**src/pci_master_pkg.sv**
```systemverilog
// Shared constants and types of the master command port.
package pci_master_pkg;

  // Register byte offsets on the plain register port.
  localparam logic [7:0] OFF_CTRL     = 8'h00;
  localparam logic [7:0] OFF_STATUS   = 8'h04;
  localparam logic [7:0] OFF_IRQ_STAT = 8'h08;
  localparam logic [7:0] OFF_IRQ_MASK = 8'h0C;
  localparam logic [7:0] OFF_CMD      = 8'h10;
  localparam logic [7:0] OFF_BURST    = 8'h14;
  localparam logic [7:0] OFF_ADDR     = 8'h18;

  // Control register fields.
  localparam int CTRL_CLK_SEL   = 0;
  localparam int CTRL_FOUR_PORT = 1;

  // Status register fields.
  localparam int STAT_READY = 4;
  localparam int STAT_OCC_N = 5;
  localparam int STAT_ABORT = 6;
  localparam int STAT_REQ   = 7;

  // Interrupt status and mask bit positions.
  localparam int IRQ_ABORT   = 0;
  localparam int IRQ_DONE    = 1;
  localparam int IRQ_REFUSED = 2;

  // Values after reset.
  localparam logic [1:0] CTRL_RST = 2'h2;
  localparam logic [2:0] MASK_RST = 3'h0;
  localparam logic [3:0] SYNC_RST = 4'hF;

  // System cycles per PCI clock tick.
  localparam int PCI_DIV_DEF = 3;

  // Fields of a setup word.
  localparam int CMD_W     = 4;
  localparam int BURST_LSB = 8;
  localparam int BURST_W   = 8;

  // Setup sequence, shown to user logic as the state value.
  typedef enum logic [3:0] {
    ST_CMD    = 4'h1,
    ST_BURST  = 4'h2,
    ST_ADDR   = 4'h4,
    ST_QUEUED = 4'h8
  } setup_state_t;

  // Bus side protocol state.
  typedef enum logic [2:0] {
    P_IDLE = 3'h1,
    P_RUN  = 3'h2,
    P_HOLD = 3'h4
  } pci_state_t;

endpackage

```
**src/queue_if.sv**
```systemverilog
// Link between the core logic and the setup word sequencer.
interface queue_if;
  logic                        tick;      // Fabric clock tick.
  logic                        clear;     // Queue clear level.
  logic                        load;      // Setup strobe level.
  logic                        four_port; // Interface mode.
  logic                        ready;     // Interface usable.
  logic [31:0]                 word;      // Setup word.
  logic                        done;      // Transaction finished.
  pci_master_pkg::setup_state_t state;    // Sequence state.
  logic [3:0]                  cmd;       // Stored command.
  logic [7:0]                  burst;     // Stored burst length.
  logic [31:0]                 addr;      // Stored start address.
  logic                        queued;    // Address register occupied.
  logic                        is_read;   // Stored command reads.
  logic                        refused;   // Strobe refused pulse.
  logic                        taken;     // Command word taken pulse.

  modport seq (input tick, clear, load, four_port, ready, word, done,
               output state, cmd, burst, addr, queued, is_read, refused, taken);
  modport core (output tick, clear, load, four_port, ready, word, done,
                input state, cmd, burst, addr, queued, is_read, refused, taken);
endinterface

```
**src/pin_sync.sv**
```systemverilog
// Three-stage pin synchroniser with agreement filter.
module pin_sync #(
  parameter int               WIDTH = 4,
  parameter logic [WIDTH-1:0] INIT  = '1
) (
  // Clock and reset.
  input  wire logic             clk_sys_in,
  input  wire logic             rst_in,
  // Raw pins and filtered levels.
  input  wire logic [WIDTH-1:0] pin_in,
  output logic      [WIDTH-1:0] level_out
);

  genvar i;
  generate
    for (i = 0; i < WIDTH; i++)
    begin : g_bit
      logic s1_ff;     // Only read by the second stage.
      logic s2_ff;     // Second stage.
      logic s3_ff;     // Third stage.
      logic lvl_ff;    // Accepted level.
      logic nxt_lvl;   // Next accepted level.

      // A change counts only when the last two stages agree.
      always_comb
      begin
        nxt_lvl = (s2_ff == s3_ff) ? s2_ff : lvl_ff;
      end

      // Shift the pin through the stages.
      always_ff @(posedge clk_sys_in or posedge rst_in)
      begin
        if (rst_in)
        begin
          s1_ff  <= INIT[i];
          s2_ff  <= INIT[i];
          s3_ff  <= INIT[i];
          lvl_ff <= INIT[i];
        end
        else
        begin
          s1_ff  <= pin_in[i];
          s2_ff  <= s1_ff;
          s3_ff  <= s2_ff;
          lvl_ff <= nxt_lvl;
        end
      end

      assign level_out[i] = lvl_ff;
    end
  endgenerate

endmodule // pin_sync

```
**src/setup_sequencer.sv**
```systemverilog
// Loads command, burst length and start address words in order; a separate burst word comes only in four-port reads.
module setup_sequencer (
  // Clock and reset.
  input  wire logic clk_sys_in,
  input  wire logic rst_in,
  // Link to the core logic.
  queue_if.seq      q
);

  pci_master_pkg::setup_state_t state_ff, nxt_state;  // Sequence state.
  logic [3:0]  cmd_ff, nxt_cmd;                        // Command.
  logic [7:0]  burst_ff, nxt_burst;                    // Burst length.
  logic [31:0] addr_ff, nxt_addr;                      // Start address.
  logic        ref_ff, nxt_ref;                        // Refused pulse.
  logic        take_ff, nxt_take;                      // Taken pulse.

  // Decide the next word slot from the state and the mode.
  always_comb
  begin
    nxt_state = state_ff;
    nxt_cmd   = cmd_ff;
    nxt_burst = burst_ff;
    nxt_addr  = addr_ff;
    nxt_ref   = 1'b0;
    nxt_take  = 1'b0;
    if (q.clear)
    begin
      // Clearing empties the queue and restarts the state value. [RL5]
      nxt_state = pci_master_pkg::ST_CMD;
      nxt_cmd   = 4'h0;
      nxt_burst = 8'h00;
      nxt_addr  = 32'h0000_0000;
    end
    else if (q.done && (state_ff == pci_master_pkg::ST_QUEUED))
    begin
      nxt_state = pci_master_pkg::ST_CMD;
    end
    else if (q.tick && q.load)
    begin
      if (!q.ready || (state_ff == pci_master_pkg::ST_QUEUED))
      begin
        // An occupied register or an unready port takes nothing. [RL9] [RL13]
        nxt_ref = 1'b1;
      end
      else
      begin
        // Each strobe stores one word in the slot the state names. [RL8]
        case (state_ff)
          pci_master_pkg::ST_CMD:
          begin
            nxt_cmd  = q.word[pci_master_pkg::CMD_W-1:0];
            nxt_take = 1'b1;
            if (!q.four_port)
            begin
              // Two-port mode packs the burst length with the command.
              nxt_burst = q.word[pci_master_pkg::BURST_LSB +: pci_master_pkg::BURST_W];
              nxt_state = pci_master_pkg::ST_ADDR;
            end
            else if (!q.word[0])
            begin
              nxt_state = pci_master_pkg::ST_BURST;
            end
            else
            begin
              nxt_state = pci_master_pkg::ST_ADDR;
            end
          end
          pci_master_pkg::ST_BURST:
          begin
            nxt_burst = q.word[pci_master_pkg::BURST_W-1:0];
            nxt_state = pci_master_pkg::ST_ADDR;
          end
          pci_master_pkg::ST_ADDR:
          begin
            nxt_addr  = q.word;
            nxt_state = pci_master_pkg::ST_QUEUED;
          end
          default:
          begin
            nxt_state = pci_master_pkg::ST_CMD;
          end
        endcase
      end
    end
  end

  // Register the sequence.
  always_ff @(posedge clk_sys_in or posedge rst_in)
  begin
    if (rst_in)
    begin
      state_ff <= pci_master_pkg::ST_CMD;
      cmd_ff   <= 4'h0;
      burst_ff <= 8'h00;
      addr_ff  <= 32'h0000_0000;
      ref_ff   <= 1'b0;
      take_ff  <= 1'b0;
    end
    else
    begin
      state_ff <= nxt_state;
      cmd_ff   <= nxt_cmd;
      burst_ff <= nxt_burst;
      addr_ff  <= nxt_addr;
      ref_ff   <= nxt_ref;
      take_ff  <= nxt_take;
    end
  end

  // The state value is shown straight from its flip-flops. [RL4]
  assign q.state   = state_ff;
  assign q.cmd     = cmd_ff;
  assign q.burst   = burst_ff;
  assign q.addr    = addr_ff;
  assign q.queued  = (state_ff == pci_master_pkg::ST_QUEUED);
  assign q.is_read = ~cmd_ff[0];
  assign q.refused = ref_ff;
  assign q.taken   = take_ff;

endmodule // setup_sequencer

```
**src/pci_master_cmd_port.sv**
```systemverilog
// Master command port between the PCI core and user fabric logic.
//
// How it works
// [RL1] Hold input keeps bus request until release or disconnect.
// [RL2] User holds the hold input two PCI ticks.
// [RL3] Target abort raises the cycle-aborted indication.
// [RL4] Four-bit state value shows the setup sequence.
// [RL5] Queue clear empties queues, resets the state value.
// [RL6] Queue clear leaves the bus protocol running.
// [RL7] Ready high only when usable; low in resets.
// [RL8] Each setup strobe loads one word by state.
// [RL9] Occupied flag set; new transactions refused meanwhile.
// [RL10] Writes free the register after all data sent.
// [RL11] Reads free it once all data has arrived.
// [RL12] Fabric-side logic steps on a selectable fabric clock.
// [RL13] User never strobes while occupied or not ready.
module pci_master_cmd_port #(
  parameter int PCI_DIV = pci_master_pkg::PCI_DIV_DEF
) (
  // Clock and reset.
  input  wire logic        clk_sys_in,
  input  wire logic        rst_in,
  // Register port.
  input  wire logic [7:0]  reg_addr_in,
  input  wire logic [31:0] reg_wdata_in,
  input  wire logic        reg_write_in,
  input  wire logic        reg_read_in,
  output logic      [31:0] reg_rdata_out,
  output logic             irq_out,
  // Fabric pins from the user logic.
  input  wire logic        fabric_clock_a_in,
  input  wire logic        fabric_clock_b_in,
  input  wire logic        master_queue_clear_n_in,
  input  wire logic        master_hold_n_in,
  input  wire logic        setup_strobe_n_in,
  input  wire logic [31:0] setup_word_in,
  // Indications toward the user logic.
  output logic             master_addr_reg_occupied_n_out,
  output logic             cycle_aborted_out,
  output logic [3:0]       master_state_out,
  output logic             master_ready_out,
  // Bus protocol engine.
  input  wire logic        pci_reset_in,
  input  wire logic        target_abort_in,
  input  wire logic        target_disconnect_in,
  input  wire logic        write_data_sent_in,
  input  wire logic        read_data_received_in,
  output logic             bus_request_out
);

  localparam int DIV_W = $clog2(PCI_DIV + 1);
  localparam logic [DIV_W-1:0] DIV_LAST = DIV_W'(PCI_DIV - 1);

  queue_if q ();

  logic [3:0] pins_lvl;  // Filtered clock a, clock b, queue clear_n and hold_n, high to low.

  // Pins from the fabric cross into this domain through three stages.
  pin_sync #(
    .WIDTH (4),
    .INIT  (pci_master_pkg::SYNC_RST)
  ) u_sync (
    .clk_sys_in (clk_sys_in),
    .rst_in     (rst_in),
    .pin_in     ({fabric_clock_a_in, fabric_clock_b_in,
                  master_queue_clear_n_in, master_hold_n_in}),
    .level_out  (pins_lvl)
  );


  // The strobe takes the three stages of the clock pins and the word two, so they line up.
  logic        stb_s1_ff, stb_s2_ff, stb_s3_ff;  // Strobe stages.
  logic [31:0] word_s1_ff, word_s2_ff;           // Word stages.

  // Delay strobe and word to match the filtered fabric clock.
  always_ff @(posedge clk_sys_in or posedge rst_in)
  begin
    if (rst_in)
    begin
      stb_s1_ff  <= 1'b1;
      stb_s2_ff  <= 1'b1;
      stb_s3_ff  <= 1'b1;
      word_s1_ff <= 32'h0000_0000;
      word_s2_ff <= 32'h0000_0000;
    end
    else
    begin
      stb_s1_ff  <= setup_strobe_n_in;
      stb_s2_ff  <= stb_s1_ff;
      stb_s3_ff  <= stb_s2_ff;
      word_s1_ff <= setup_word_in;
      word_s2_ff <= word_s1_ff;
    end
  end

  logic [1:0] ctrl_ff, nxt_ctrl;  // Clock select and port mode.
  logic       fab_prev_ff;        // Selected fabric clock, last cycle.
  logic       fab_sel;            // Selected fabric clock level.
  logic       fab_tick;           // Fabric rising edge pulse.

  // Only the selected fabric clock paces the setup logic. [RL12]
  always_comb
  begin
    fab_sel  = ctrl_ff[pci_master_pkg::CTRL_CLK_SEL] ? pins_lvl[2] : pins_lvl[3];
    fab_tick = fab_sel & ~fab_prev_ff;
  end

  logic [DIV_W-1:0] div_ff, nxt_div;  // PCI tick divider.
  logic             pci_tick;         // One PCI clock period elapsed.

  // The hold input is a PCI clock signal, paced by the divider.
  always_comb
  begin
    pci_tick = (div_ff == DIV_LAST);
    nxt_div  = pci_tick ? '0 : div_ff + 1'b1;
  end

  // Tie the sequencer to the synchronised user signals.
  assign q.tick      = fab_tick;
  assign q.clear     = ~pins_lvl[1];
  assign q.load      = ~stb_s3_ff;
  assign q.four_port = ctrl_ff[pci_master_pkg::CTRL_FOUR_PORT];
  assign q.ready     = master_ready_out;
  assign q.word      = word_s2_ff;

  setup_sequencer u_seq (
    .clk_sys_in (clk_sys_in),
    .rst_in     (rst_in),
    .q          (q)
  );

  pci_master_pkg::pci_state_t pst_ff, nxt_pst;  // Bus side state.
  logic hold_ff, nxt_hold;        // Hold seen at a PCI tick.
  logic finish;                   // All data moved for the job.
  logic run_rd_ff, nxt_run_rd;    // Running job is a read.
  logic done;                     // Bus job ended.
  logic abort_ev;                 // Abort seen on a running job.

  // A write ends when its data is out, a read when its data is in.
  always_comb
  begin
    finish   = run_rd_ff ? read_data_received_in  // [RL11]
                         : write_data_sent_in;    // [RL10]
    abort_ev = (pst_ff == pci_master_pkg::P_RUN) && target_abort_in;
    done     = (pst_ff == pci_master_pkg::P_RUN) && (finish || target_abort_in);
    nxt_hold = pci_tick ? ~pins_lvl[0] : hold_ff;  // [RL2]
    // The direction is caught on entering RUN, so a queue clear cannot flip it. [RL6]
    nxt_run_rd = (pst_ff == pci_master_pkg::P_RUN) ? run_rd_ff : q.is_read;
  end

  // Bus state; the queue clear has no say here. [RL6]
  always_comb
  begin
    nxt_pst = pst_ff;
    if (pci_reset_in)
    begin
      nxt_pst = pci_master_pkg::P_IDLE;
    end
    else
    begin
      case (pst_ff)
        pci_master_pkg::P_IDLE:
        begin
          if (q.queued)
          begin
            nxt_pst = pci_master_pkg::P_RUN;
          end
        end
        pci_master_pkg::P_RUN:
        begin
          if (done)
          begin
            // A held bus stays requested after the job. [RL1]
            nxt_pst = (hold_ff && !target_disconnect_in) ? pci_master_pkg::P_HOLD
                                                         : pci_master_pkg::P_IDLE;
          end
        end
        pci_master_pkg::P_HOLD:
        begin
          if (!hold_ff || target_disconnect_in)
          begin
            // Release or disconnect drops the held request. [RL1]
            nxt_pst = pci_master_pkg::P_IDLE;
          end
          else if (q.queued)
          begin
            nxt_pst = pci_master_pkg::P_RUN;
          end
        end
        default:
        begin
          nxt_pst = pci_master_pkg::P_IDLE;
        end
      endcase
    end
  end

  assign q.done = done;

  logic abort_ff, nxt_abort;  // Cycle aborted indication.
  logic ready_ff, nxt_ready;  // Port ready indication.
  logic occ_n_ff, nxt_occ_n;  // Address register occupied, low active.
  logic req_ff, nxt_req;      // Bus request.

  // Indications toward the user logic.
  always_comb
  begin
    // Abort stays until the next command word or a queue clear; a new abort wins. [RL3]
    nxt_abort = abort_ev | (abort_ff & ~q.taken & ~q.clear);
    // Ready falls during bus resets and queue clears. [RL7]
    nxt_ready = ~pci_reset_in & pins_lvl[1];
    // Occupied follows the sequencer, cleared by the job's end. [RL9]
    nxt_occ_n = ~q.queued;
    nxt_req   = (nxt_pst != pci_master_pkg::P_IDLE);  // [RL1]
  end

  logic [2:0]  ist_ff, nxt_ist;    // Sticky interrupt status.
  logic [2:0]  mask_ff, nxt_mask;  // Interrupt mask.
  logic        irq_ff, nxt_irq;    // Interrupt output.
  logic [31:0] rd_ff, nxt_rd;      // Read data.
  logic [2:0]  events;             // Event pulses.

  // Register writes and the read-clear interrupt status.
  always_comb
  begin
    events[pci_master_pkg::IRQ_ABORT]   = abort_ev;
    events[pci_master_pkg::IRQ_DONE]    = done;
    events[pci_master_pkg::IRQ_REFUSED] = q.refused;
    nxt_ctrl = ctrl_ff;
    nxt_mask = mask_ff;
    if (reg_write_in && (reg_addr_in == pci_master_pkg::OFF_CTRL))
    begin
      nxt_ctrl = reg_wdata_in[1:0];
    end
    if (reg_write_in && (reg_addr_in == pci_master_pkg::OFF_IRQ_MASK))
    begin
      nxt_mask = reg_wdata_in[2:0];
    end
    // A read clears the status, but an event in that cycle still sets it.
    nxt_ist = ist_ff;
    if (reg_read_in && (reg_addr_in == pci_master_pkg::OFF_IRQ_STAT))
    begin
      nxt_ist = 3'h0;
    end
    nxt_ist = nxt_ist | events;
    nxt_irq = |(nxt_ist & nxt_mask);
  end

  // Read mux; unmapped offsets and idle cycles give zero.
  always_comb
  begin
    nxt_rd = 32'h0000_0000;
    if (reg_read_in)
    begin
      case (reg_addr_in)
        pci_master_pkg::OFF_CTRL:     nxt_rd[1:0] = ctrl_ff;
        pci_master_pkg::OFF_STATUS:
        begin
          nxt_rd[3:0] = q.state;
          nxt_rd[pci_master_pkg::STAT_READY] = ready_ff;
          nxt_rd[pci_master_pkg::STAT_OCC_N] = occ_n_ff;
          nxt_rd[pci_master_pkg::STAT_ABORT] = abort_ff;
          nxt_rd[pci_master_pkg::STAT_REQ]   = req_ff;
        end
        pci_master_pkg::OFF_IRQ_STAT: nxt_rd[2:0] = ist_ff;
        pci_master_pkg::OFF_IRQ_MASK: nxt_rd[2:0] = mask_ff;
        pci_master_pkg::OFF_CMD:      nxt_rd[3:0] = q.cmd;
        pci_master_pkg::OFF_BURST:    nxt_rd[7:0] = q.burst;
        pci_master_pkg::OFF_ADDR:     nxt_rd      = q.addr;
        default:                      nxt_rd      = 32'h0000_0000;
      endcase
    end
  end

  // Register every piece of state computed above.
  always_ff @(posedge clk_sys_in or posedge rst_in)
  begin
    if (rst_in)
    begin
      ctrl_ff     <= pci_master_pkg::CTRL_RST;
      fab_prev_ff <= 1'b1;
      div_ff      <= '0;
      pst_ff      <= pci_master_pkg::P_IDLE;
      hold_ff     <= 1'b0;
      run_rd_ff   <= 1'b0;
      abort_ff    <= 1'b0;
      ready_ff    <= 1'b0;
      occ_n_ff    <= 1'b1;
      req_ff      <= 1'b0;
      ist_ff      <= 3'h0;
      mask_ff     <= pci_master_pkg::MASK_RST;
      irq_ff      <= 1'b0;
      rd_ff       <= 32'h0000_0000;
    end
    else
    begin
      ctrl_ff     <= nxt_ctrl;
      fab_prev_ff <= fab_sel;
      div_ff      <= nxt_div;
      pst_ff      <= nxt_pst;
      hold_ff     <= nxt_hold;
      run_rd_ff   <= nxt_run_rd;
      abort_ff    <= nxt_abort;
      ready_ff    <= nxt_ready;
      occ_n_ff    <= nxt_occ_n;
      req_ff      <= nxt_req;
      ist_ff      <= nxt_ist;
      mask_ff     <= nxt_mask;
      irq_ff      <= nxt_irq;
      rd_ff       <= nxt_rd;
    end
  end

  // Every output comes straight from a flip-flop.
  assign reg_rdata_out                  = rd_ff;
  assign irq_out                        = irq_ff;
  assign master_addr_reg_occupied_n_out = occ_n_ff;
  assign cycle_aborted_out              = abort_ff;
  assign master_state_out               = q.state;  // [RL4]
  assign master_ready_out               = ready_ff;
  assign bus_request_out                = req_ff;

endmodule // pci_master_cmd_port

```
**config.mk**
```make
export PLATFORM = sky130hd
export DESIGN_NAME = pci_master_cmd_port
export DESIGN_NICKNAME = d
export VERILOG_FILES = /design/src/pci_master_pkg.sv /design/src/queue_if.sv /design/src/pin_sync.sv /design/src/setup_sequencer.sv /design/src/pci_master_cmd_port.sv
export SDC_FILE = /design/constraint.sdc
export NUM_CORES = 1
export LEC_CHECK = 0
export BUFFER_PORTS_ARGS = -buffer_cell sky130_fd_sc_hd__buf_4
export CAP_MARGIN = 5
export CORE_MARGIN = 1.5
export CORE_UTILIZATION = 28
export DETAILED_ROUTE_END_ITERATION = 10
export HOLD_SLACK_MARGIN = 0.02
export REMOVE_ABC_BUFFERS = 1
export SYNTH_ARGS = -nofsm -noshare
export SYNTH_HDL_FRONTEND = slang
export SYNTH_HIERARCHICAL = 1
export SYNTH_SLANG_ARGS = --single-unit
```
**constraint.sdc**
```tcl
create_clock -name clk_sys_in -period 11.55 [get_ports clk_sys_in]
set_input_delay 2.31 -clock clk_sys_in [delete_from_list [all_inputs] [get_ports clk_sys_in]]
set_output_delay 2.31 -clock clk_sys_in [all_outputs]
set_load 0.01 [all_outputs]
```
### After elaboration in Yosys (flattened, before gate mapping)

Index checks and enable logic that the tools add are counted.

| storage, ports and cells | value |
|---|---|
| output and inout bits | 41 |
| register bits | 186 |
| input bits | 86 |
| logic and storage cells | 153 |

| operators by class | value |
|---|---|
| add/subtract/negate cells | 1 |
| eq/ne operators | 28 |
| bitwise gates (word level) | 14 |
| multiplexer cells | 49 |
| reductions and logical operators | 20 |

Operators with widths:

| kind | count |
|---|---|
| two-way mux 32 bit | 6 |
| two-way mux 4 bit | 10 |
| two-way mux 8 bit | 5 |
| equality test 8 x 5 -> 1 bit (second input constant) | 3 |
| two-way mux 24 bit | 1 |
| two-way mux 3 bit | 8 |
| one-hot mux 4 bit (3 select lines) | 2 |
| equality test 8 x 4 -> 1 bit (second input constant) | 2 |
| one-hot mux 8 bit (2 select lines) | 1 |
| one-hot mux 2 bit (7 select lines) | 1 |
| two-way mux 1 bit | 11 |
| inequality test 3 x 1 -> 1 bit (second input constant) | 3 |
| one-hot mux 3 bit (3 select lines) | 1 |
| equality test 8 x 3 -> 1 bit (second input constant) | 1 |
| logical AND 1 bit | 8 |
| zero test 8 bit | 1 |
| AND reduction 4 bit | 2 |
| NOT 1 bit | 7 |
| inequality test 2 x 1 -> 1 bit (second input constant) | 3 |
| one-hot mux 1 bit (6 select lines) | 1 |
| AND reduction 5 bit | 1 |
| bitwise AND 1 bit | 4 |
| equality test 1 bit | 4 |
| equality test 4 x 1 -> 1 bit (second input constant) | 1 |
| 20 further kinds | 25 |

### Depth between registers and ports, before layout

Gate-level depths: netlist of the first run.

| depth | value |
|---|---|
| depth in word-level cells | 7 |
| mapped depth | 8 |
| depth with buffers taken out | 6 |

### Hierarchy

Netlist of the first run, hierarchy kept.

Modules (own cells, without submodules):

| module | instances | area an instance (sq um) | cells an instance | sequential area each (sq um) |
|---|---|---|---|---|
| pci_master_cmd_port | 1 | 3,977.6 | 268 | 3,011.6 |
| setup_sequencer | 1 | 2,124.5 | 173 | 1,252.5 |
| pin_sync | 1 | 499.2 | 25 | 420.4 |

### Worst setup path after synthesis of the first run

Ideal clock, no wire load.

| timing path | value |
|---|---|
| path type | input port to flip-flop |
| start | input reg_addr_in[1] |
| end | register irq_ff (netlist: irq_out) |
| slack | 8.124 ns |
| path buffers | 0 |
| arrival time | 3.284 ns |
| stages on the path | 4 |
| data required time | 11.408 ns |
| library setup time | 0.142 ns |
| path through | nor4_4 > and3_1 > mux2i_1 > o221ai_1 |

| between the ends | value |
|---|---|
| cells in the longest elaborated chain, start to end | 6 |
| elaborated cells between the ends (all ways) | 9 |
| classes of those cells | 2 x eq/ne; 2 x mux; 2 x bitwise; 3 x reduce/logical |

RTL lines:

| element | line | text |
|---|---|---|
| start: declaration | pci_master_cmd_port.sv:24 | `input wire logic [7:0] reg_addr_in,` |
| equality test 8 x 4 -> 1 bit | pci_master_cmd_port.sv:241 | `if (reg_read_in && (reg_addr_in == pci_master_pkg::OFF_IRQ_STAT))` |
| logical AND 1 bit | pci_master_cmd_port.sv:241 |  |
| two-way mux 3 bit | pci_master_cmd_port.sv:241 |  |
| OR 3 bit | pci_master_cmd_port.sv:245 | `nxt_ist = nxt_ist \| events;` |
| bitwise AND 3 bit (*) | pci_master_cmd_port.sv:246 | `nxt_irq = \|(nxt_ist & nxt_mask);` |
| OR reduction 3 bit (*) | pci_master_cmd_port.sv:246 |  |
| named net nxt_irq | pci_master_cmd_port.sv:219 | `logic irq_ff, nxt_irq;` |
| end signal: assignment | pci_master_cmd_port.sv:309 | `irq_ff <= nxt_irq;` |
| end: declaration | pci_master_cmd_port.sv:219 |  |

The timed path passes the listed nets; every way through them passes the cells marked *.
A chain may end at the register's enable or synchronous reset.

### Final worst setup path of the first run

| timing path | value |
|---|---|
| start | input reg_addr_in[3] |
| end | register rd_ff[22] (netlist: reg_rdata_out[22]) |

| between the ends | value |
|---|---|
| cells in the longest elaborated chain, start to end | 3 |

RTL lines:

| element | line | text |
|---|---|---|
| equality test 8 x 5 -> 1 bit | pci_master_cmd_port.sv:255 | `case (reg_addr_in)` |
| two-way mux 24 bit | pci_master_cmd_port.sv:255 |  |
| two-way mux 32 bit | pci_master_cmd_port.sv:253 | `if (reg_read_in)` |
| named net nxt_rd[22] | pci_master_cmd_port.sv:220 | `logic [31:0] rd_ff, nxt_rd;` |
| end signal: assignment | pci_master_cmd_port.sv:310 | `rd_ff <= nxt_rd;` |
| end: declaration | pci_master_cmd_port.sv:220 |  |

The timed path passes the listed nets, and every way through them passes these cells.

==> results of run 1 <==
[registers in the layout, indices dropped and copies added, names as in the netlist, 4 cells and up]
name / count
u_seq/q.addr: 32
u_seq/q.burst: 8
reg_rdata_out: 32
u_sync/g_bit.lvl_ff: 4
word_s1_ff: 32
u_sync/g_bit.s3_ff: 4
u_sync/g_bit.s2_ff: 4
u_sync/g_bit.s1_ff: 4
u_seq/q.state: 4
u_seq/q.cmd: 4
q.word: 32
[how the worst max path moves through the flow]
stage          slack, ns        startpoint                  end  depth (start not counted)
2_1_floorplan       6.07            rst_in      bus_request_out                          1
3_5_place_dp        7.55    reg_addr_in[3]    reg_rdata_out[25]                          5
3_3_place_gp        7.59    reg_addr_in[3]    reg_rdata_out[20]                          5
4_1_cts             7.98  u_seq/q.state[0]  master_state_out[0]                          1
5_1_grt             7.88    reg_addr_in[3]    reg_rdata_out[25]                          5
6_report            7.98    reg_addr_in[3]    reg_rdata_out[22]                          5
[cell families after synthesis]
family | Yosys count | share of synthesized area, %
flip-flops | 186 | 71.0
AND/OR/NAND/NOR | 108 | 9.87
buffers and inverters | 47 | 3.85
AO/OA/AOI/OAI | 107 | 12.2
multiplexers | 13 | 2.29
adder cells (fa/ha/maj) | 4 | 0.682
XOR/XNOR | 1 | 0.133
[final cells by class]
type | instances | share of cell area (%)
timing repair buffer | 100 | 9.18
clock buffer | 19 | 5.54
clock inverter | 13 | 1.85
multi-input combinational | 233 | 20.4
inverter | 18 | 0.857
tap | 319 | 4.88
sequential | 186 | 57.3
[metal layers]
metal	part of all wire (%)	GRT usage [%]	wire, um
met4	3.6	6.35	504
met2	50	20.0	7080
met1	41	13.9	5790
met5	0	0	0
met3	5.0	3.82	705
[worst reg2reg max path: stages (launching register included)]
cell and delay [ns]:
sky130_fd_sc_hd__dfrtp_1 0.44, sky130_fd_sc_hd__mux2_2 0.37, sky130_fd_sc_hd__nor2b_1 0.15, sky130_fd_sc_hd__and3_1 0.28, sky130_fd_sc_hd__a21oi_2 0.68, sky130_fd_sc_hd__buf_4 0.36, sky130_fd_sc_hd__a22o_1 0.18
[through the flow]
stage	power (mW)	area, um2	std cells	worst slack [ns]	hold WS [ns]
finish	1.33	8180	888	7.98	0.340
global route	1.38	8180	888	7.88	0.356
CTS	1.35	8180	888	7.98	0.346
detailed placement	0.762	7570	856	7.55	0.335
global placement	0.759	7570	856	7.59	0.334
floorplan	0.726	6410	437	6.07	0.331
[power groups by stage]
stage | logic, mW | registers (mW) | clock network, mW
4_1_cts | 0.0637 | 0.686 | 0.595
5_1_grt | 0.0698 | 0.688 | 0.624
3_3_place_gp | 0.0617 | 0.697 | 0
2_1_floorplan | 0.0317 | 0.694 | 0
6_report | 0.0623 | 0.686 | 0.579
3_5_place_dp | 0.0633 | 0.698 | 0
[placed cells by master (no fill, tap or decap), types with 3 or more instances in the layout]
| master | netlist | routed |
|---|---|---|
| sky130_fd_sc_hd__dfrtp_1 | 162 | 162 |
| sky130_fd_sc_hd__buf_4 | 7 | 100 |
| sky130_fd_sc_hd__a22o_1 | 35 | 35 |
| sky130_fd_sc_hd__and2_1 | 24 | 24 |
| sky130_fd_sc_hd__dfstp_2 | 24 | 24 |
| sky130_fd_sc_hd__nand2_1 | 18 | 18 |
| sky130_fd_sc_hd__clkbuf_16 | 0 | 17 |
| sky130_fd_sc_hd__a22oi_1 | 15 | 15 |
| sky130_fd_sc_hd__nor2_1 | 15 | 15 |
| sky130_fd_sc_hd__inv_1 | 16 | 14 |
| sky130_fd_sc_hd__o21ai_0 | 13 | 13 |
| sky130_fd_sc_hd__a21oi_1 | 13 | 12 |
| sky130_fd_sc_hd__nand3_1 | 8 | 8 |
| sky130_fd_sc_hd__o32ai_1 | 8 | 8 |
| sky130_fd_sc_hd__nor2b_1 | 7 | 7 |
| sky130_fd_sc_hd__mux2_2 | 7 | 7 |
| sky130_fd_sc_hd__nand2b_1 | 7 | 7 |
| sky130_fd_sc_hd__mux2i_1 | 5 | 5 |
| sky130_fd_sc_hd__inv_8 | 0 | 5 |
| sky130_fd_sc_hd__a21boi_0 | 4 | 4 |
| sky130_fd_sc_hd__nor3_1 | 4 | 4 |
| sky130_fd_sc_hd__maj3_2 | 4 | 4 |
| sky130_fd_sc_hd__a211oi_1 | 3 | 3 |
| sky130_fd_sc_hd__nand4_1 | 3 | 3 |
| sky130_fd_sc_hd__clkinvlp_4 | 0 | 3 |
==> results_tabular.tex, run 1 <==
\begin{tabular}{lr}
\hline
Metric & Value \\
\hline
\multicolumn{2}{l}{\textbf{Status}} \\
Outcome & complete, no violations \\
\multicolumn{2}{l}{\textbf{Yosys}} \\
Avg Inst Size Synth & 14.2 um2 \\
Async set-or-reset flop fraction in the synthesized netlist & between 90\% and 100\% \\
Cell type contributing the most total cell area after synthesis & sky130\_fd\_sc\_hd\_\_dfrtp\_1 \\
Number of warnings printed during yosys synthesis & 6 \\
Post-synth EDFFs & 0 \\
Most common flop cell mapped by yosys & sky130\_fd\_sc\_hd\_\_dfrtp\_1 \\
Post-Synthesis Cell Area & 6600 um2 \\
Cell with the most instances after synthesis & sky130\_fd\_sc\_hd\_\_dfrtp\_1 \\
Post-synth top area share & 61.4\% \\
Leading cell types by count after synthesis & 162 x sky130\_fd\_sc\_hd\_\_dfrtp\_1, 35 x sky130\_fd\_sc\_hd\_\_a22o\_1, 24 x sky130\_fd\_sc\_hd\_\_and2\_1, 24 x sky130\_fd\_sc\_hd\_\_dfstp\_2, 18 x sky130\_fd\_sc\_hd\_\_nand2\_1 \\
Post-synthesis cell count & between 400 and 500 \\
Ranking of synthesized cells by area & sky130\_fd\_sc\_hd\_\_dfrtp\_1 61\%, sky130\_fd\_sc\_hd\_\_dfstp\_2 9.6\%, sky130\_fd\_sc\_hd\_\_a22o\_1 4.6\% \\
Post-synthesis sequential element count & 186 \\
Sequential area share after synthesis & $\sim$71\% \\
Library cells used by synthesis & slightly below 60 \\
\multicolumn{2}{l}{\textbf{Clock tree}} \\
CTS tree & built \\
Clock buffer depth & 2 \\
Maximum level of the CTS H-tree & 4 \\
Number of buffers inserted during clock tree synthesis & 17 \\
Clock-pin transition on the worst setup and hold timing paths & 0.07 ns \\
Post-CTS Hold Buffers & 0 \\
Number of clock sinks & roughly 190 \\
Root buf cell & sky130\_fd\_sc\_hd\_\_clkbuf\_16 \\
Cts repair resizes & 0 \\
Latest clock arrival within the worst-skew pair & 0.42 ns \\
Number of buffers inserted to repair setup after CTS & 0 \\
\multicolumn{2}{l}{\textbf{Die}} \\
Die Wd & between 150 and 200 um \\
Number of ports placed on the die boundary & approximately 130 \\
Effective utilization at floorplan & between 20 and 30\% \\
Placement Rows & 56 \\
Vertical die dimension & around 160 um \\
Die footprint & $\sim$25000 um2 \\
Core region area & 23300 um2 \\
\multicolumn{2}{l}{\textbf{Layout}} \\
Filler cell count in the final layout & between 2k and 2.5k \\
Total area of multi-input combinational cells & 1670 um2 \\
Ratio of cells with drive above 1 in the final layout & 32.2\% \\
Number of nets at the end of the flow & roughly 640 \\
Number of antenna repair diodes & 0 \\
Relative area change from synthesis to final layout & 23.8\% \\
Reg area & approximately 4700 um2 \\
Utilization after layout & 35.0\% \\
\multicolumn{2}{l}{\textbf{GRT}} \\
Overall routing resource usage & approximately an eighth \\
Initial antenna violation count & 0 \\
Pin count of the biggest net entering global routing & about 70 \\
Global route overflow & 0 \\
Via count of the first global-routing pass & roughly 4.2k \\
Global-route wire length before repair & 22300 um \\
\multicolumn{2}{l}{\textbf{Worst setup path}} \\
Delay-heaviest family, CP & simple AND/OR/NAND/NOR gates \\
Reg2reg setup slack & 9.02 ns \\
Max FO, Critical Path & 24 \\
Worst setup SP type & primary input \\
Crit Path Category & primary input to register \\
Critical register-to-register path endpoint & u\_seq/q.addr[7] \\
CP max-delay cell & sky130\_fd\_sc\_hd\_\_nor2b\_1 \\
Required time at the worst-slack endpoint & 11.90 ns \\
Number of cells on the worst reg-to-reg path & 6 \\
Slowest cell delay on critical path & 0.62 ns \\
Type of element capturing the critical path & register \\
Arrival time at the worst endpoint & around 3.9 ns \\
CP cell instances & buf\_4 > nor2b\_1 > nand2\_1 > nor2\_4 > and2\_1 \\
Launching point of the worst reg2reg path & ctrl\_ff[0] \\
Buffering stage count on the worst path with inverters included & 1 \\
\multicolumn{2}{l}{\textbf{Pwr}} \\
Switch share & between 20\% and 30\% \\
Power per cell area & between 150 and 200 nW/um2 \\
Share of total power in the clock network & a little over two fifths \\
Static power due to leakage & between 3 and 4 nW \\
Combinational power share & between 4 and 5\% \\
Worst IR Drop VDD & approximately 0.079 mV \\
Internal & between 1 and 1.5 mW \\
Net Sw Power & 0.308 mW \\
Sequential power share & slightly above 50\% \\
\multicolumn{2}{l}{\textbf{Timing}} \\
Number of setup violations in the final report & 0 \\
Tightest Pin Transition & approximately 1.1 ns \\
Final worst path period share & 30.9\% \\
Worst slew margin relative to its limit & 25.8\% \\
Final Max Slew Viols & 0 \\
Final critical-path required period & $\sim$3.6 ns \\
Final count of hold timing violations & 0 \\
Unrepaired setup endpoints after global routing & no \\
Clock tree skew after final layout & between 0.01 and 0.015 ns \\
Fmax & roughly 280 MHz \\
Total negative slack for setup checks & 0 ns \\
\multicolumn{2}{l}{\textbf{Placement}} \\
Number of buffers inserted by port buffering & between 90 and 100 \\
Routability congestion estimate from global placement & 0.796 \\
Detailed placer's ending HPWL & about 9700 um \\
\multicolumn{2}{l}{\textbf{Detailed routing}} \\
Ratio of routed vias to standard cells & approximately 4.5 \\
Antenna viol nets, final & 0 \\
Number of DRC markers in iteration 0 & roughly 270 \\
Wirelength, routed & $\sim$14000 um \\
Per-cell routed wire length & 15.9 um \\
Routed vias & 3982 \\
Post-detailed-route DRC marker count & 0 \\
First drt pass iteration count & 5 \\
\multicolumn{2}{l}{\textbf{Worst hold path}} \\
End point of the most critical hold path & q.word[25] \\
Number of cells on the worst hold path & 0 \\
Hold path startpoint & word\_s1\_ff[25] \\
Worst min-delay path class & register to register \\
\multicolumn{2}{l}{\textbf{Job}} \\
Max-capacitance violation count & 0 \\
\hline
\end{tabular}
No activity file was read; power rests on OpenSTA's default activity.
==> run 2: changes to the inputs <==
--- a/config.mk
+++ b/config.mk
@@ -5,6 +5,7 @@
 export SDC_FILE = /design/constraint.sdc
 export NUM_CORES = 1
 export LEC_CHECK = 0
+export ABC_AREA = 1
 export BUFFER_PORTS_ARGS = -buffer_cell sky130_fd_sc_hd__buf_4
 export CAP_MARGIN = 5
 export CORE_MARGIN = 1.5
==> constraint.sdc (replaced) <==
create_clock -name clk_sys_in -period 3 [get_ports clk_sys_in]
set_input_delay 0.6 -clock clk_sys_in [delete_from_list [all_inputs] [get_ports clk_sys_in]]
set_output_delay 0.6 -clock clk_sys_in [all_outputs]
set_load 0.01 [all_outputs]
==> run 2 against run 1 <==
Effect of this change:
- largest power group unchanged
- via count is 19% higher
- clock power rose to 3.9 times the previous value
- power rose to 3.9 times the previous value
- combinational power grew to 5.2 times the previous value
- worst setup slack worse by 7.1 ns
==> results_tabular.tex, run 2 <==
\begin{tabular}{lr}
\hline
Metric & Value \\
\hline
\multicolumn{2}{l}{\textbf{Layout}} \\
Cell Count, Final, Fillers Out & approximately 1.1k \\
Filler cell count in the final layout & between 2k and 2.5k \\
Ratio of cells with drive above 1 in the final layout & 25.7\% \\
Relative area change from synthesis to final layout & 23.2\% \\
Post-layout instance area & about 8600 um2 \\
Number of nets at the end of the flow & between 800 and 900 \\
Number of antenna repair diodes & 0 \\
Most frequent standard cell in the layout excluding fill and tap cells & sky130\_fd\_sc\_hd\_\_nand2\_1 \\
Top library cells by usage in the layout, fill and taps aside & 174 x sky130\_fd\_sc\_hd\_\_nand2\_1, 162 x sky130\_fd\_sc\_hd\_\_dfrtp\_1, 102 x sky130\_fd\_sc\_hd\_\_buf\_4 \\
\multicolumn{2}{l}{\textbf{Worst setup path}} \\
Critical register-to-register path endpoint & u\_seq/q.burst[2] \\
Buffering stage count on the worst path with inverters included & 3 \\
Number of cells on the worst reg-to-reg path & 7 \\
CP max-delay cell & sky130\_fd\_sc\_hd\_\_dfstp\_2 \\
Required time at the worst-slack endpoint & around 3.4 ns \\
CP Launch Point & u\_sync/g\_bit[1].lvl\_ff \\
Slowest cell delay on critical path & 0.57 ns \\
Max FO, Critical Path & 29 \\
CP cell instances & inv\_1 > inv\_2 > buf\_4 > nand3\_1 > nand2\_1 > nand2\_1 > nand2\_1 \\
Type of element capturing the critical path & register \\
Launching point of the worst reg2reg path & u\_sync/g\_bit[1].lvl\_ff \\
Delay-heaviest family, CP & buffers and inverters \\
Worst setup SP type & register \\
Arrival time at the worst endpoint & about 2.5 ns \\
Reg2reg setup slack & $\sim$0.84 ns \\
Most frequent cell on the critical path & sky130\_fd\_sc\_hd\_\_nand2\_1 \\
Crit Path Category & register to register \\
\multicolumn{2}{l}{\textbf{Yosys}} \\
Avg Inst Size Synth & 10.2 um2 \\
Ranking of synthesized cells by area & sky130\_fd\_sc\_hd\_\_dfrtp\_1 58\%, sky130\_fd\_sc\_hd\_\_nand2\_1 9.4\%, sky130\_fd\_sc\_hd\_\_dfstp\_2 9.0\% \\
Post-synthesis mux area share & 0\% \\
Synthesized-area fraction occupied by ao, oa, aoi and oai cells & roughly 2.4\% \\
Simple logic cell fraction of the synthesized area & between 20\% and 30\% \\
Cell with the most instances after synthesis & sky130\_fd\_sc\_hd\_\_nand2\_1 \\
Cell type contributing the most total cell area after synthesis & sky130\_fd\_sc\_hd\_\_dfrtp\_1 \\
Post-synth top area share & approximately three fifths \\
Async set-or-reset flop fraction in the synthesized netlist & 100\% \\
Library cells used by synthesis & 28 \\
Post-synthesis sequential element count & 186 \\
Adder-cell area share of the yosys netlist & 0\% \\
Post-synth EDFFs & 0 \\
Post-Synthesis Cell Area & 6980 um2 \\
Share of the synthesized netlist area taken by xor and xnor gates & 0\% \\
Largest family of logic cells by synthesized area & simple AND/OR/NAND/NOR gates \\
Post-synthesis cell count & 686 \\
Leading cell types by count after synthesis & 174 x sky130\_fd\_sc\_hd\_\_nand2\_1, 162 x sky130\_fd\_sc\_hd\_\_dfrtp\_1, 75 x sky130\_fd\_sc\_hd\_\_inv\_1 \\
Most common flop cell mapped by yosys & sky130\_fd\_sc\_hd\_\_dfrtp\_1 \\
Number of warnings printed during yosys synthesis & 6 \\
Sequential area share after synthesis & between 60\% and 70\% \\
\multicolumn{2}{l}{\textbf{Timing}} \\
Final Max Slew Viols & 0 \\
Worst slew margin relative to its limit & between 50\% and 60\% \\
Final count of hold timing violations & 0 \\
Number of setup violations in the final report & 0 \\
Final worst path period share & about 70\% \\
Total negative slack for setup checks & 0 ns \\
Clock tree skew after final layout & 0.00685 ns \\
Unrepaired setup endpoints after global routing & no \\
Fmax & around 460 MHz \\
Final critical-path required period & 2.16 ns \\
Tightest Pin Transition & 0.630 ns \\
\multicolumn{2}{l}{\textbf{GRT}} \\
Global-route wire length before repair & 25500 um \\
Global route overflow & 0 \\
Initial antenna violation count & 0 \\
Pin count of the biggest net entering global routing & 54 \\
Via count of the first global-routing pass & around 4.9k \\
Overall routing resource usage & approximately an eighth \\
\multicolumn{2}{l}{\textbf{Placement}} \\
Detailed placer's ending HPWL & $\sim$11000 um \\
Number of buffers inserted by port buffering & between 90 and 100 \\
Routability congestion estimate from global placement & slightly below 0.8 \\
Standard cell area after detailed placement & approximately 8000 um2 \\
Cell Count Post-Placement & roughly 1.1k \\
\multicolumn{2}{l}{\textbf{Clock tree}} \\
Number of clock sinks & around 190 \\
Root buf cell & sky130\_fd\_sc\_hd\_\_clkbuf\_16 \\
Maximum level of the CTS H-tree & 4 \\
Clock buffer depth & 2 \\
CTS tree & built \\
Cts repair resizes & 0 \\
Clock-pin transition on the worst setup and hold timing paths & around 0.070 ns \\
Number of buffers inserted during clock tree synthesis & 17 \\
Number of buffers inserted to repair setup after CTS & 0 \\
Latest clock arrival within the worst-skew pair & approximately 0.42 ns \\
Post-CTS Hold Buffers & 0 \\
\multicolumn{2}{l}{\textbf{Detailed routing}} \\
Antenna viol nets, final & 0 \\
Ratio of routed vias to standard cells & between 4 and 5 \\
First drt pass iteration count & 4 \\
Per-cell routed wire length & 13.6 um \\
Routed vias & about 4.7k \\
Post-detailed-route DRC marker count & 0 \\
Number of DRC markers in iteration 0 & 264 \\
Wirelength, routed & between 15000 and 20000 um \\
\multicolumn{2}{l}{\textbf{Die}} \\
Effective utilization at floorplan & between 20\% and 30\% \\
Placement Rows & between 50 and 60 \\
Core region area & around 24000 um2 \\
Number of ports placed on the die boundary & between 100 and 150 \\
Vertical die dimension & approximately 160 um \\
Die footprint & around 26000 um2 \\
Die Wd & between 150 and 200 um \\
\multicolumn{2}{l}{\textbf{Status}} \\
Outcome & complete, no violations \\
\multicolumn{2}{l}{\textbf{Worst hold path}} \\
Worst min-delay path class & primary input to asynchronous set/reset pin \\
\multicolumn{2}{l}{\textbf{Pwr}} \\
Static power due to leakage & around 4.4 nW \\
Worst IR Drop VDD & around 0.36 mV \\
Power per cell area & 608 nW/um2 \\
Combinational power share & around 6.1\% \\
Share of total power in the clock network & between 40\% and 50\% \\
Switch share & 23.8\% \\
Sequential power share & about half \\
Total power & roughly 5.2 mW \\
Net Sw Power & between 1 and 1.5 mW \\
Internal & between 3 and 4 mW \\
\multicolumn{2}{l}{\textbf{Job}} \\
Max-capacitance violation count & 0 \\
\hline
\end{tabular}
==> run 2: changes by cell type in the layout (fill, tap and decap cells not counted), moves of 24 or more <==
cell                      change
sky130_fd_sc_hd__nand4_1     +31
sky130_fd_sc_hd__inv_1       +59
sky130_fd_sc_hd__and2_1      -24
sky130_fd_sc_hd__nand2_1    +156
sky130_fd_sc_hd__nor2_1      +48
sky130_fd_sc_hd__a22o_1      -35
sky130_fd_sc_hd__nand3_1     +49
==> run 2: cells by family (layout without fill, tap and decap cells) <==
| logic type | after synthesis | after routing |
|---|---|---|
| simple gates | 364 | 364 |
| flops | 186 | 186 |
| buf+inv | 107 | 218 |
| compound gates | 29 | 29 |
==> run 2: worst max path at each step <==
stage,slack [ns],cells after the start,to
floorplan,-0.77,1,bus_request_out
global placement,0.88,6,reg_rdata_out[9]
detailed placement,0.84,6,reg_rdata_out[15]
CTS,0.84,7,u_seq/q.burst[2]
global route,0.69,7,u_seq/q.burst[0]
finish,0.84,7,u_seq/q.burst[2]
==> run 2: metrics by stage <==
stage | setup slack, ns | hold WS, ns | utilization, %
after floorplan | -0.774 | 0.331 | -
after global placement | 0.879 | 0.332 | 32.8
after detailed placement | 0.841 | 0.335 | 32.8
after CTS | 0.845 | 0.247 | 35.3
after global routing | 0.686 | 0.256 | 35.3
final | 0.835 | 0.249 | 35.3
==> run 2: worst reg2reg max path, cell delays in order (launching register included) <==
cell and delay [ns]:
sky130_fd_sc_hd__dfstp_2 0.57, sky130_fd_sc_hd__inv_1 0.23, sky130_fd_sc_hd__inv_2 0.35, sky130_fd_sc_hd__buf_4 0.41, sky130_fd_sc_hd__nand3_1 0.12, sky130_fd_sc_hd__nand2_1 0.24
sky130_fd_sc_hd__nand2_1 0.10, sky130_fd_sc_hd__nand2_1 0.08
==> run 2: power groups by stage <==
stage	combinational, mW	sequential (mW)	clock (mW)
CTS	0.328	2.66	2.33
detailed placement	0.327	2.70	0
finish	0.321	2.66	2.26
floorplan	0.180	2.69	0
global placement	0.322	2.70	0
global route	0.362	2.67	2.44
==> run 2: layer usage <==
metal | wire length (um) | GRT usage [%]
met5 | 0 | 0
met4 | 244 | 4.59
met3 | 683 | 2.94
met2 | 7210 | 20.5
met1 | 7080 | 16.3
==> run 2: area by class of cell <==
type / count / area, um2 / share of cell area (%)
clock buffers: 18 / 439 / 5.10
clock inverters: 14 / 156 / 1.82
inverters: 83 / 314 / 3.65
multi-input cells: 393 / 1820 / 21.2
flip-flops and latches: 186 / 4680 / 54.4
well taps: 324 / 405 / 4.71
repair buffers: 103 / 786 / 9.13
